==> src/common/prefix_decoder_pkg.sv <==
package prefix_decoder_pkg;

  // Function codes in the high nibble of an instruction byte.
  localparam logic [3:0] FN_PREFIX     = 4'h2;
  localparam logic [3:0] FN_LOAD_CONST = 4'h4;
  localparam logic [3:0] FN_NEG_PREFIX = 4'h6;
  localparam logic [3:0] FN_OPERATE    = 4'hF;

  // Field positions inside an instruction byte.
  localparam int FN_MSB  = 7;
  localparam int FN_LSB  = 4;
  localparam int NIB_MSB = 3;
  localparam int NIB_LSB = 0;

  // Operation codes used by this block.
  localparam logic [31:0] OP_DEVICE_ID = 32'h0000017C;
  localparam logic [31:0] OP_FP_ENTRY  = 32'h000000AB;

  // Identity number loaded by the device-identity operation; value is arbitrary.
  localparam logic [31:0] DEVICE_ID_VALUE = 32'h000000A5;

  // Reset values.
  localparam logic [31:0] OPERAND_RESET = 32'h00000000;
  localparam logic [31:0] AREG_RESET    = 32'h00000000;
  localparam logic [7:0]  COUNT_RESET   = 8'h00;
  localparam logic [3:0]  FUNC_RESET    = 4'h0;
  localparam logic [4:0]  TOPBIT_RESET  = 5'h00;
  localparam logic [31:0] WORDS_RESET   = 32'h00000000;

  // Cost in processor cycles of one prefix byte.
  localparam logic [7:0] PREFIX_CYCLES = 8'h01;

  // Width of the cycle counts.
  localparam int CYC_W = 8;

  // Decoder sequencing states.
  typedef enum logic [1:0]
  {
    ST_IDLE  = 2'b01,
    ST_ISSUE = 2'b10
  } dec_state_t;

endpackage

==> src/logic/highest_bit_index.sv <==
`timescale 1ns/1ps

// Gives the index of the highest set bit of a word, zero when the word is zero.
module highest_bit_index
  import prefix_decoder_pkg::*;
(
  // Word to scan.
  input  wire logic [31:0] word_in,
  // Index of its highest set bit.
  output logic      [4:0]  index_out
);

  // Scan upward so that the last set bit seen wins.
  always_comb
  begin
    index_out = 5'h00;
    for (int i = 0; i < 32; i++)
    begin
      if (word_in[i])
      begin
        index_out = 5'(i);
      end
    end
  end

endmodule

==> src/logic/prefix_instruction_decoder.sv <==
`timescale 1ns/1ps

// Notes on behaviour
// - Operand below 16 is a single byte
// - Each prefix adds four operand bits
// - Negating prefix complements before accumulating
// - Short operation code in one operate byte
// - Long operation code uses prefix then operate
// - Device identity operation loads identity into A
// - Load constant selects floating-point entry operation
// - Floating-point dispatch overlaps integer issue
// - Each prefix byte costs one extra cycle
// - Cycles counted in processor clock periods
// - Data-dependent timing uses A's highest bit
// - Message words count partial end words
module prefix_instruction_decoder
  import prefix_decoder_pkg::*;
(
  // Clock and reset.
  input  wire logic              sys_clk_in,
  input  wire logic              rstn_in,
  // Instruction byte from fetch.
  input  wire logic              byte_valid_in,
  input  wire logic [7:0]        byte_in,
  output logic                   byte_ready_out,
  // Message-move byte address and length for word counting.
  input  wire logic [31:0]       move_addr_in,
  input  wire logic [31:0]       move_len_in,
  // Decoded instruction to the execution units.
  output logic                   issue_valid_out,
  output logic [3:0]             issue_func_out,
  output logic [31:0]            issue_operand_out,
  output logic                   issue_is_operate_out,
  output logic [CYC_W-1:0]       issue_prefix_cycles_out,
  // Evaluation stack top and timing helpers.
  output logic [31:0]            areg_out,
  output logic [4:0]             areg_top_bit_out,
  output logic [31:0]            move_words_out,
  // Floating-point dispatch.
  output logic                   fp_dispatch_out,
  output logic [31:0]            fp_selector_out
);

  // Every register is paired with its next value from the processes below.
  dec_state_t        state_r, state_nxt;         // Sequencer state.
  logic [31:0]       oreg_r, oreg_nxt;           // Operand accumulator.
  logic [CYC_W-1:0]  pcnt_r, pcnt_nxt;           // Prefix cycles of current instruction.
  logic [31:0]       areg_r, areg_nxt;           // Top of evaluation stack.
  logic              iv_r, iv_nxt;               // Issue valid.
  logic [3:0]        ifn_r, ifn_nxt;             // Issued function code.
  logic [31:0]       iop_r, iop_nxt;             // Issued operand.
  logic              iopr_r, iopr_nxt;           // Issued instruction is an operate.
  logic [CYC_W-1:0]  icyc_r, icyc_nxt;           // Issued prefix cycle cost.
  logic              fpd_r, fpd_nxt;             // Floating-point dispatch pulse.
  logic [31:0]       fps_r, fps_nxt;             // Floating-point selector.
  logic [4:0]        topbit_r, topbit_nxt;       // Highest bit index of A.
  logic [31:0]       mw_r, mw_nxt;               // Message word count.
  logic [4:0]        topbit_w;                   // Combinational highest bit of A.
  logic [3:0]        fn_w;                       // Function nibble of incoming byte.
  logic [3:0]        nib_w;                      // Operand nibble of incoming byte.
  logic [31:0]       full_w;                     // Complete operand of incoming byte.
  logic [33:0]       span_w;                     // Byte span end for word counting.

  // The index scan sits in its own module so timing helpers can reuse it.
  // Registering its result keeps a 32-bit priority chain off the output path.
  highest_bit_index u_topbit
  (
    .word_in   (areg_r),
    .index_out (topbit_w)
  );

  // Split the byte and form the operand it completes.
  // The accumulator's low nibble is always zero here, so OR simply inserts the nibble.
  always_comb
  begin
    fn_w   = byte_in[FN_MSB:FN_LSB];
    nib_w  = byte_in[NIB_MSB:NIB_LSB];
    full_w = oreg_r | {28'h0000000, nib_w};
  end

  // Decode each accepted byte; prefixes accumulate, others issue.
  // Defaults hold every register but the two strobes, so an idle cycle with no byte offered changes nothing else.
  // The issue and dispatch strobes default low, which makes them one-cycle pulses.
  always_comb
  begin
    state_nxt = state_r;
    oreg_nxt  = oreg_r;
    pcnt_nxt  = pcnt_r;
    areg_nxt  = areg_r;
    iv_nxt    = 1'b0;
    ifn_nxt   = ifn_r;
    iop_nxt   = iop_r;
    iopr_nxt  = iopr_r;
    icyc_nxt  = icyc_r;
    fpd_nxt   = 1'b0;
    fps_nxt   = fps_r;
    unique case (state_r)
      ST_IDLE:
      begin
        // Bytes are taken only in idle, which is the state that drives ready high.
        if (byte_valid_in)
        begin
          if (fn_w == FN_PREFIX)
          begin
            // Upper bits of a long operand or operation code.
            oreg_nxt = {full_w[27:0], 4'h0};
            pcnt_nxt = pcnt_r + PREFIX_CYCLES;
          end
          else if (fn_w == FN_NEG_PREFIX)
          begin
            // Complement before shifting builds a negative operand.
            oreg_nxt = {~full_w[27:0], 4'h0};
            pcnt_nxt = pcnt_r + PREFIX_CYCLES;
          end
          else
          begin
            // The completed instruction issues and the accumulator clears.
            iv_nxt    = 1'b1;
            ifn_nxt   = fn_w;
            iop_nxt   = full_w;
            iopr_nxt  = (fn_w == FN_OPERATE);
            icyc_nxt  = pcnt_r;
            oreg_nxt  = OPERAND_RESET;
            pcnt_nxt  = COUNT_RESET;
            state_nxt = ST_ISSUE;
            // Only a constant load and the identity operation write A.
            if (fn_w == FN_LOAD_CONST)
            begin
              areg_nxt = full_w;
            end
            else if (fn_w == FN_OPERATE && full_w == OP_DEVICE_ID)
            begin
              areg_nxt = DEVICE_ID_VALUE;
            end
            else if (fn_w == FN_OPERATE && full_w == OP_FP_ENTRY)
            begin
              // The selector leaves at once; integer issue does not wait on it.
              fpd_nxt = 1'b1;
              fps_nxt = areg_r;
            end
          end
        end
      end
      ST_ISSUE:
      begin
        // One spare cycle lets the execution units take the issued word.
        state_nxt = ST_IDLE;
      end
      default:
      begin
        // An illegal code falls back to idle rather than stalling fetch for good.
        state_nxt = ST_IDLE;
      end
    endcase
  end

  // Timing helpers: highest bit of A and message word count.
  // Both are registered, so each trails its source by one clock.
  // The 34-bit sum cannot wrap, even for the longest length.
  always_comb
  begin
    topbit_nxt = topbit_w;
    span_w     = {2'b00, move_addr_in[1:0]} + {2'b00, move_len_in} + 34'h000000003;
    // Alignment offset plus length, rounded up, counts both partial end words.
    mw_nxt     = (move_len_in == 32'h00000000) ? 32'h00000000 : span_w[33:2];
  end

  // Register all decoder state.
  // Reset puts the sequencer in idle, so ready is high while reset is held.
  // Every reset value is a constant, so release carries no stale data.
  always_ff @(posedge sys_clk_in or negedge rstn_in)
  begin
    if (!rstn_in)
    begin
      state_r  <= ST_IDLE;
      oreg_r   <= OPERAND_RESET;
      pcnt_r   <= COUNT_RESET;
      areg_r   <= AREG_RESET;
      iv_r     <= 1'b0;
      ifn_r    <= FUNC_RESET;
      iop_r    <= OPERAND_RESET;
      iopr_r   <= 1'b0;
      icyc_r   <= COUNT_RESET;
      fpd_r    <= 1'b0;
      fps_r    <= AREG_RESET;
      topbit_r <= TOPBIT_RESET;
      mw_r     <= WORDS_RESET;
    end
    else
    begin
      state_r  <= state_nxt;
      oreg_r   <= oreg_nxt;
      pcnt_r   <= pcnt_nxt;
      areg_r   <= areg_nxt;
      iv_r     <= iv_nxt;
      ifn_r    <= ifn_nxt;
      iop_r    <= iop_nxt;
      iopr_r   <= iopr_nxt;
      icyc_r   <= icyc_nxt;
      fpd_r    <= fpd_nxt;
      fps_r    <= fps_nxt;
      topbit_r <= topbit_nxt;
      mw_r     <= mw_nxt;
    end
  end

  // The outputs below are plain copies of registers; no logic sits after them.
  // Ready is a decoded state bit, so it comes straight from a flip-flop.
  assign byte_ready_out          = state_r[0];
  assign issue_valid_out         = iv_r;
  assign issue_func_out          = ifn_r;
  assign issue_operand_out       = iop_r;
  assign issue_is_operate_out    = iopr_r;
  assign issue_prefix_cycles_out = icyc_r;
  assign areg_out                = areg_r;
  assign areg_top_bit_out        = topbit_r;
  assign move_words_out          = mw_r;
  assign fp_dispatch_out         = fpd_r;
  assign fp_selector_out         = fps_r;

endmodule

==> config.mk <==
export PLATFORM = sky130hd
export DESIGN_NAME = prefix_instruction_decoder
export DESIGN_NICKNAME = d
export VERILOG_FILES = /design/src/common/prefix_decoder_pkg.sv /design/src/logic/highest_bit_index.sv /design/src/logic/prefix_instruction_decoder.sv
export SDC_FILE = /design/constraint.sdc
export NUM_CORES = 1
export LEC_CHECK = 0
export BUFFER_PORTS_ARGS = -buffer_cell sky130_fd_sc_hd__buf_2
export CAP_MARGIN = 25
export CORE_MARGIN = 3
export CORE_UTILIZATION = 55
export DETAILED_ROUTE_END_ITERATION = 16
export PLACE_DENSITY_LB_ADDON = 0.3
export SYNTH_ARGS = -nofsm -noshare
export SYNTH_HDL_FRONTEND = slang
export SYNTH_HIERARCHICAL = 1
export SYNTH_SLANG_ARGS = --single-unit
==> constraint.sdc <==
create_clock -name sys_clk_in -period 3.87 [get_ports sys_clk_in]
set_input_delay 0.387 -clock sys_clk_in [delete_from_list [all_inputs] [get_ports sys_clk_in]]
set_output_delay 0.387 -clock sys_clk_in [all_outputs]
set_load 0.1 [all_outputs]
======== Yosys cells after proc, flatten, opt, wreduce, memory -nomap -nowiden ========
Cells that the tools add are included.
word-level totals
  register bits ........................... 190
  input bits .............................. 75
  output and inout port bits .............. 149
operators by class
  $add $sub $neg .......................... 3
  equal/unequal tests ..................... 10
  mux-type cells .......................... 53
  bitwise operators ....................... 6
  reductions and logical operators ........ 9
operators by type and width
  operator               count
  $mux 32                5
  $mux 5                 16
  $add 33x2->34 const B  1
  $add 2x32->33          1
  $eq 32x8->1 const B    1
  $eq 32x9->1 const B    1
  $logic_not 32->1       1
  $mux 4                 8
  $or 32x4->32           1
  $not 28->28            1
  $mux 8                 2
  $mux 1                 12
  $mux 2                 6
  $mux 3                 4
  $add 8x1->8 const B    1
  $eq 4x3->1 const B     2
  $reduce_and 7->1       1
  $ne 2x2->1 const B     3
  $reduce_and 5->1       1
  $eq 4x2->1 const B     1
  $eq 4x4->1 const B     1
  $not 1->1              4
  $reduce_and 4->1       1
  $reduce_and 3->1       1
  4 further kinds        5

======== Depth between registers and ports, before layout ========
  depth in word-level cells ............... 31
  mapped depth ............................ 9
  gate-level depth less buffers ........... 9

======== Cells and area by module ========
The synthesis kept the hierarchy.
modules (own cells, without submodules)
  module                      instances  cells each  area an instance (um2)
  prefix_instruction_decoder  1          756         7843.8
  highest_bit_index           1          60          352.8

======== Worst setup path after synthesis ========
Ideal clock, no wire load.
  path kind ............................... reg-to-reg
  start ................................... register state_r[0]
  end ..................................... register fps_r[11], in the netlist fp_selector_out[11]
  setup time .............................. 0.126 ns
  arrival time ............................ 2.326 ns
  path slack .............................. 1.417 ns
  cell stages (with the launch flop) ...... 7
  buffers on the path ..................... 2
  path through ............................ dfstp_2 and3b_1 buf_2 nand2_1 nor4_4 buf_6 mux2_2
between the ends
  word-level cells in the longest chain between the ends .. 2
ends and longest elaborated chain
  what                        RTL line                           RTL
  from (decl)                 prefix_instruction_decoder.sv:45   dec_state_t state_r, state_nxt;
  from (signal assigned)      prefix_instruction_decoder.sv:191  state_r <= state_nxt;
  $eq 2x1->1                  prefix_instruction_decoder.sv:97   unique case (state_r)
  $reduce_and 7->1 (no line)  --
  to (signal assigned)        prefix_instruction_decoder.sv:201  fps_r <= fps_nxt;
  to (decl)                   prefix_instruction_decoder.sv:55   logic [31:0] fps_r, fps_nxt;
No other way between the ends.
A chain may end at the register's enable or synchronous reset.

======== Worst setup path after layout ========
  start ................................... register state_r[0]
  end ..................................... register fps_r[23], in the netlist fp_selector_out[23]
Same word-level chain as after synthesis.

==> impl_results.md <==
* Vias after detailed routing at 6597
* Commonest cells post-synth: dfrtp_1, nand2_1, o21ai_0, xnor2_1, inv_1
* RSZ-0062 raised after global routing: false
* Dpl cells at 1161
* CTS tree: built
* Worst endpoint required time at 4.17 ns
* Final setup violation count at 0
* DIE AREA at 0.0164 mm²
* Setup bufs post-CTS at 0
* Cts hold-fix bufs at 0
* Yosys top cell area share at 56.2%
* Worst skew pair latency at 0.43 ns
* Most frequent cell after synthesis: dfrtp_1
* Synthesized area per cell at 10.0 µm²
* Design Area, Final at 0.00991 mm²
* I/O Pins at 224
* Yosys top cell by area: dfrtp_1
* Library cells used by synthesis at 56
* Die width at 128 µm
* CP Capture Type: flop
* P&R area growth vs syn at 20.9%
* Overflow after GRT at 0
* Hold crit path type: in -> async
* Layout cells sized above 1 at 27.0%
* Max transition margin at 48.0%
* Wire per inst at 16.7 µm
* Initial antenna violation count at 0
* Clock Tree Buf Depth at 2
* Initial drt markers at 455
* Post-route minimum period at 2.68 ns
* Max_cap viols at 0
* CP Max Fanout at 33
* GPL Wtd Cong at 0.873
* Total clock sinks at 185
* CP startpoint kind: flop
* Die height at 128 µm
* Maximum VDD drop at 0.000306 V
* Gr usage total at 24.6%
* Main synth FF type: dfrtp_1
* Core area at 0.0142 mm²
* First-pass iteration count of the detailed router at 5
* Worst path max stage delay at 0.53 ns
* CP cell instances: and3b_1, nand2_2, nor4_4, buf_4, mux2_2
* Post-synth EDFFs at 0
* Post-DRT Antenna Nets at 0
* Period utilization at 69.2%
* Final #Nets at 1080
* CTS buffer count at 17
* Area contributors post-synth: dfrtp_1, nand2_1, xnor2_1, mux2_2, o21ai_0
* Final WL at 19900 µm
* Mean number of vias per cell at 5.53
* Outcome: completed
* Clock slew at reported path FFs at 0.06 ns
* CTS H-tree depth at 4
* Layout Skew at 0.0119 ns
* Setup CP Type: reg -> reg
* Pins Over Slew Limit at 0
* Ys Warns at 6
* Final hold vios at 0
* Fin cells at 1193
* Drt drc at 0
* Initial Util at 57.7%
* Largest net degree at the start of global routing at 101
* Slowest cell on crit path: dfstp_2
* Setup TNS at 0 ns
* Placed cell area at 0.00931 mm²
* Fmax at 373 MHz
* Syn_nets at 895
* Rows at 43
* PostCTS Resize Cnt at 0
* P_leak at 5.21 nW
* Pwr dens at 502 mW/mm²
* Port bufs at 192
* #FFs+latches synth at 185
* ANT cells at 0
* Vias in the first global route at 6345
* Cell count after synthesis at 816
* Root Driver: clkbuf_16
* Asr flop ratio synth at 100%
* First-pass GRT wire length at 32200 µm
* Worst slew pin tran at 0.780 ns
* Post-Syn Area at 0.00820 mm²
* Seq/Total Area, Yosys at 56.5%
* Filler cell count at 1117
* Dpl hpwl at 14000 µm
* Worst endpoint data arrival time at 2.98 ns
registers in the layout, summed over array words and instances, names as in the netlist:
register	count
areg_out	32
fp_selector_out	32
issue_operand_out	32
move_words_out	31
oreg_r	28
issue_prefix_cycles_out	8
pcnt_r	8
areg_top_bit_out	5
issue_func_out	4
state_r	2
fp_dispatch_out	1
issue_is_operate_out	1
issue_valid_out	1
final timing paths:
check	startpoint	endpoint	slack (ns)	cells after the start
min reg2reg	issue_prefix_cycles_out[6]$_DFFE_PN0P_	issue_prefix_cycles_out[6]$_DFFE_PN0P_	0.47	2
max in group asynchronous	rstn_in	move_words_out[27]$_DFF_PN0_	2.87	2
max	state_r[0]$_DFFE_PN1P_	fp_selector_out[23]$_DFFE_PN0P_	1.19	5
min in group sys_clk_in	move_len_in[25]	move_words_out[23]$_DFF_PN0_	0.18	2
max reg2reg	state_r[0]$_DFFE_PN1P_	fp_selector_out[23]$_DFFE_PN0P_	1.19	5
min	rstn_in	fp_dispatch_out$_DFF_PN0_	0.05	1
critical path, delay by kind of cell (launching register included):
| family | cells | cell delay, ns |
|---|---|---|
| buffers and inverters | 1 | 0.43 |
| DFF | 1 | 0.53 |
| muxes | 1 | 0.39 |
| and+or+nand+nor | 3 | 1.19 |
area by class of cell:
cell class              instances  area [µm²]  share of cell area, %
multi-input cells             548        3230                   32.6
repair buffers                203        1060                   10.7
clock inverters                10         125                   1.26
flip-flops and latches        185        4630                   46.7
well taps                     180         225                   2.27
inverters                      46         173                   1.74
clock buffers                  21         460                   4.65
cell usage in the layout (no fill, tap or decap), types with 3 or more instances in the layout:
cell	synthesis	final
clkinv_2	0	7
clkbuf_8	0	3
ha_1	3	3
xor2_1	7	7
o21a_1	4	4
nand4_1	11	11
bufinv_16	0	3
o21bai_1	3	3
a31oi_1	5	5
a21oi_1	31	31
xnor2_1	50	50
nor3_1	8	8
o21ai_0	71	71
buf_4	1	10
or4_1	3	3
clkbuf_16	0	17
and3_1	42	42
inv_1	46	45
dfrtp_1	184	184
nor4_1	17	17
and4_1	3	3
nand3_1	16	16
nor2_1	33	33
a22o_1	4	4
nand2_1	166	165
mux2_2	32	32
nand2b_1	3	3
buf_2	4	191
logic make-up after synthesis:
| family | Yosys count | synth area share (%) |
|---|---|---|
| AND/OR/NAND/NOR | 319 | 18.6 |
| flip-flops | 185 | 56.5 |
| AO/OA/AOI/OAI | 132 | 9.14 |
| buffers and inverters | 83 | 4.18 |
| XOR/XNOR | 57 | 6.09 |
| multiplexers | 35 | 4.78 |
| adder cells (fa/ha/maj) | 4 | 0.702 |
| other | 1 | 0.0458 |
per-layer routing:
metal	global-route usage, %	part of all wire, %	vias up
met5	0	0	-
met4	7.80	1.7	0
met3	6.25	6.8	28
met2	37.9	47	233
met1	34.7	45	3212
li1	-	-	3124
per-stage QoR:
| step | power, mW | setup WS, ns | hold WS, ns | util [%] |
|---|---|---|---|---|
| after detailed placement | 3.28 | 1.15 | 0.457 | 65.5 |
| final | 4.97 | 1.19 | 0.0542 | 69.7 |
| after global placement | 3.26 | 1.19 | 0.454 | 65.5 |
| after global routing | 5.16 | 0.948 | 0.100 | 69.7 |
| after floorplan | 3.01 | 1.42 | 0.0914 | - |
| after CTS | 5.00 | 1.15 | 0.0789 | 69.6 |
power by group:
group / switching (mW) / internal [mW]
sequential: 0.0945 / 2.04
combinational: 0.914 / 0.188
clock: 0.692 / 1.04
Power figures use the tool's default switching activity.
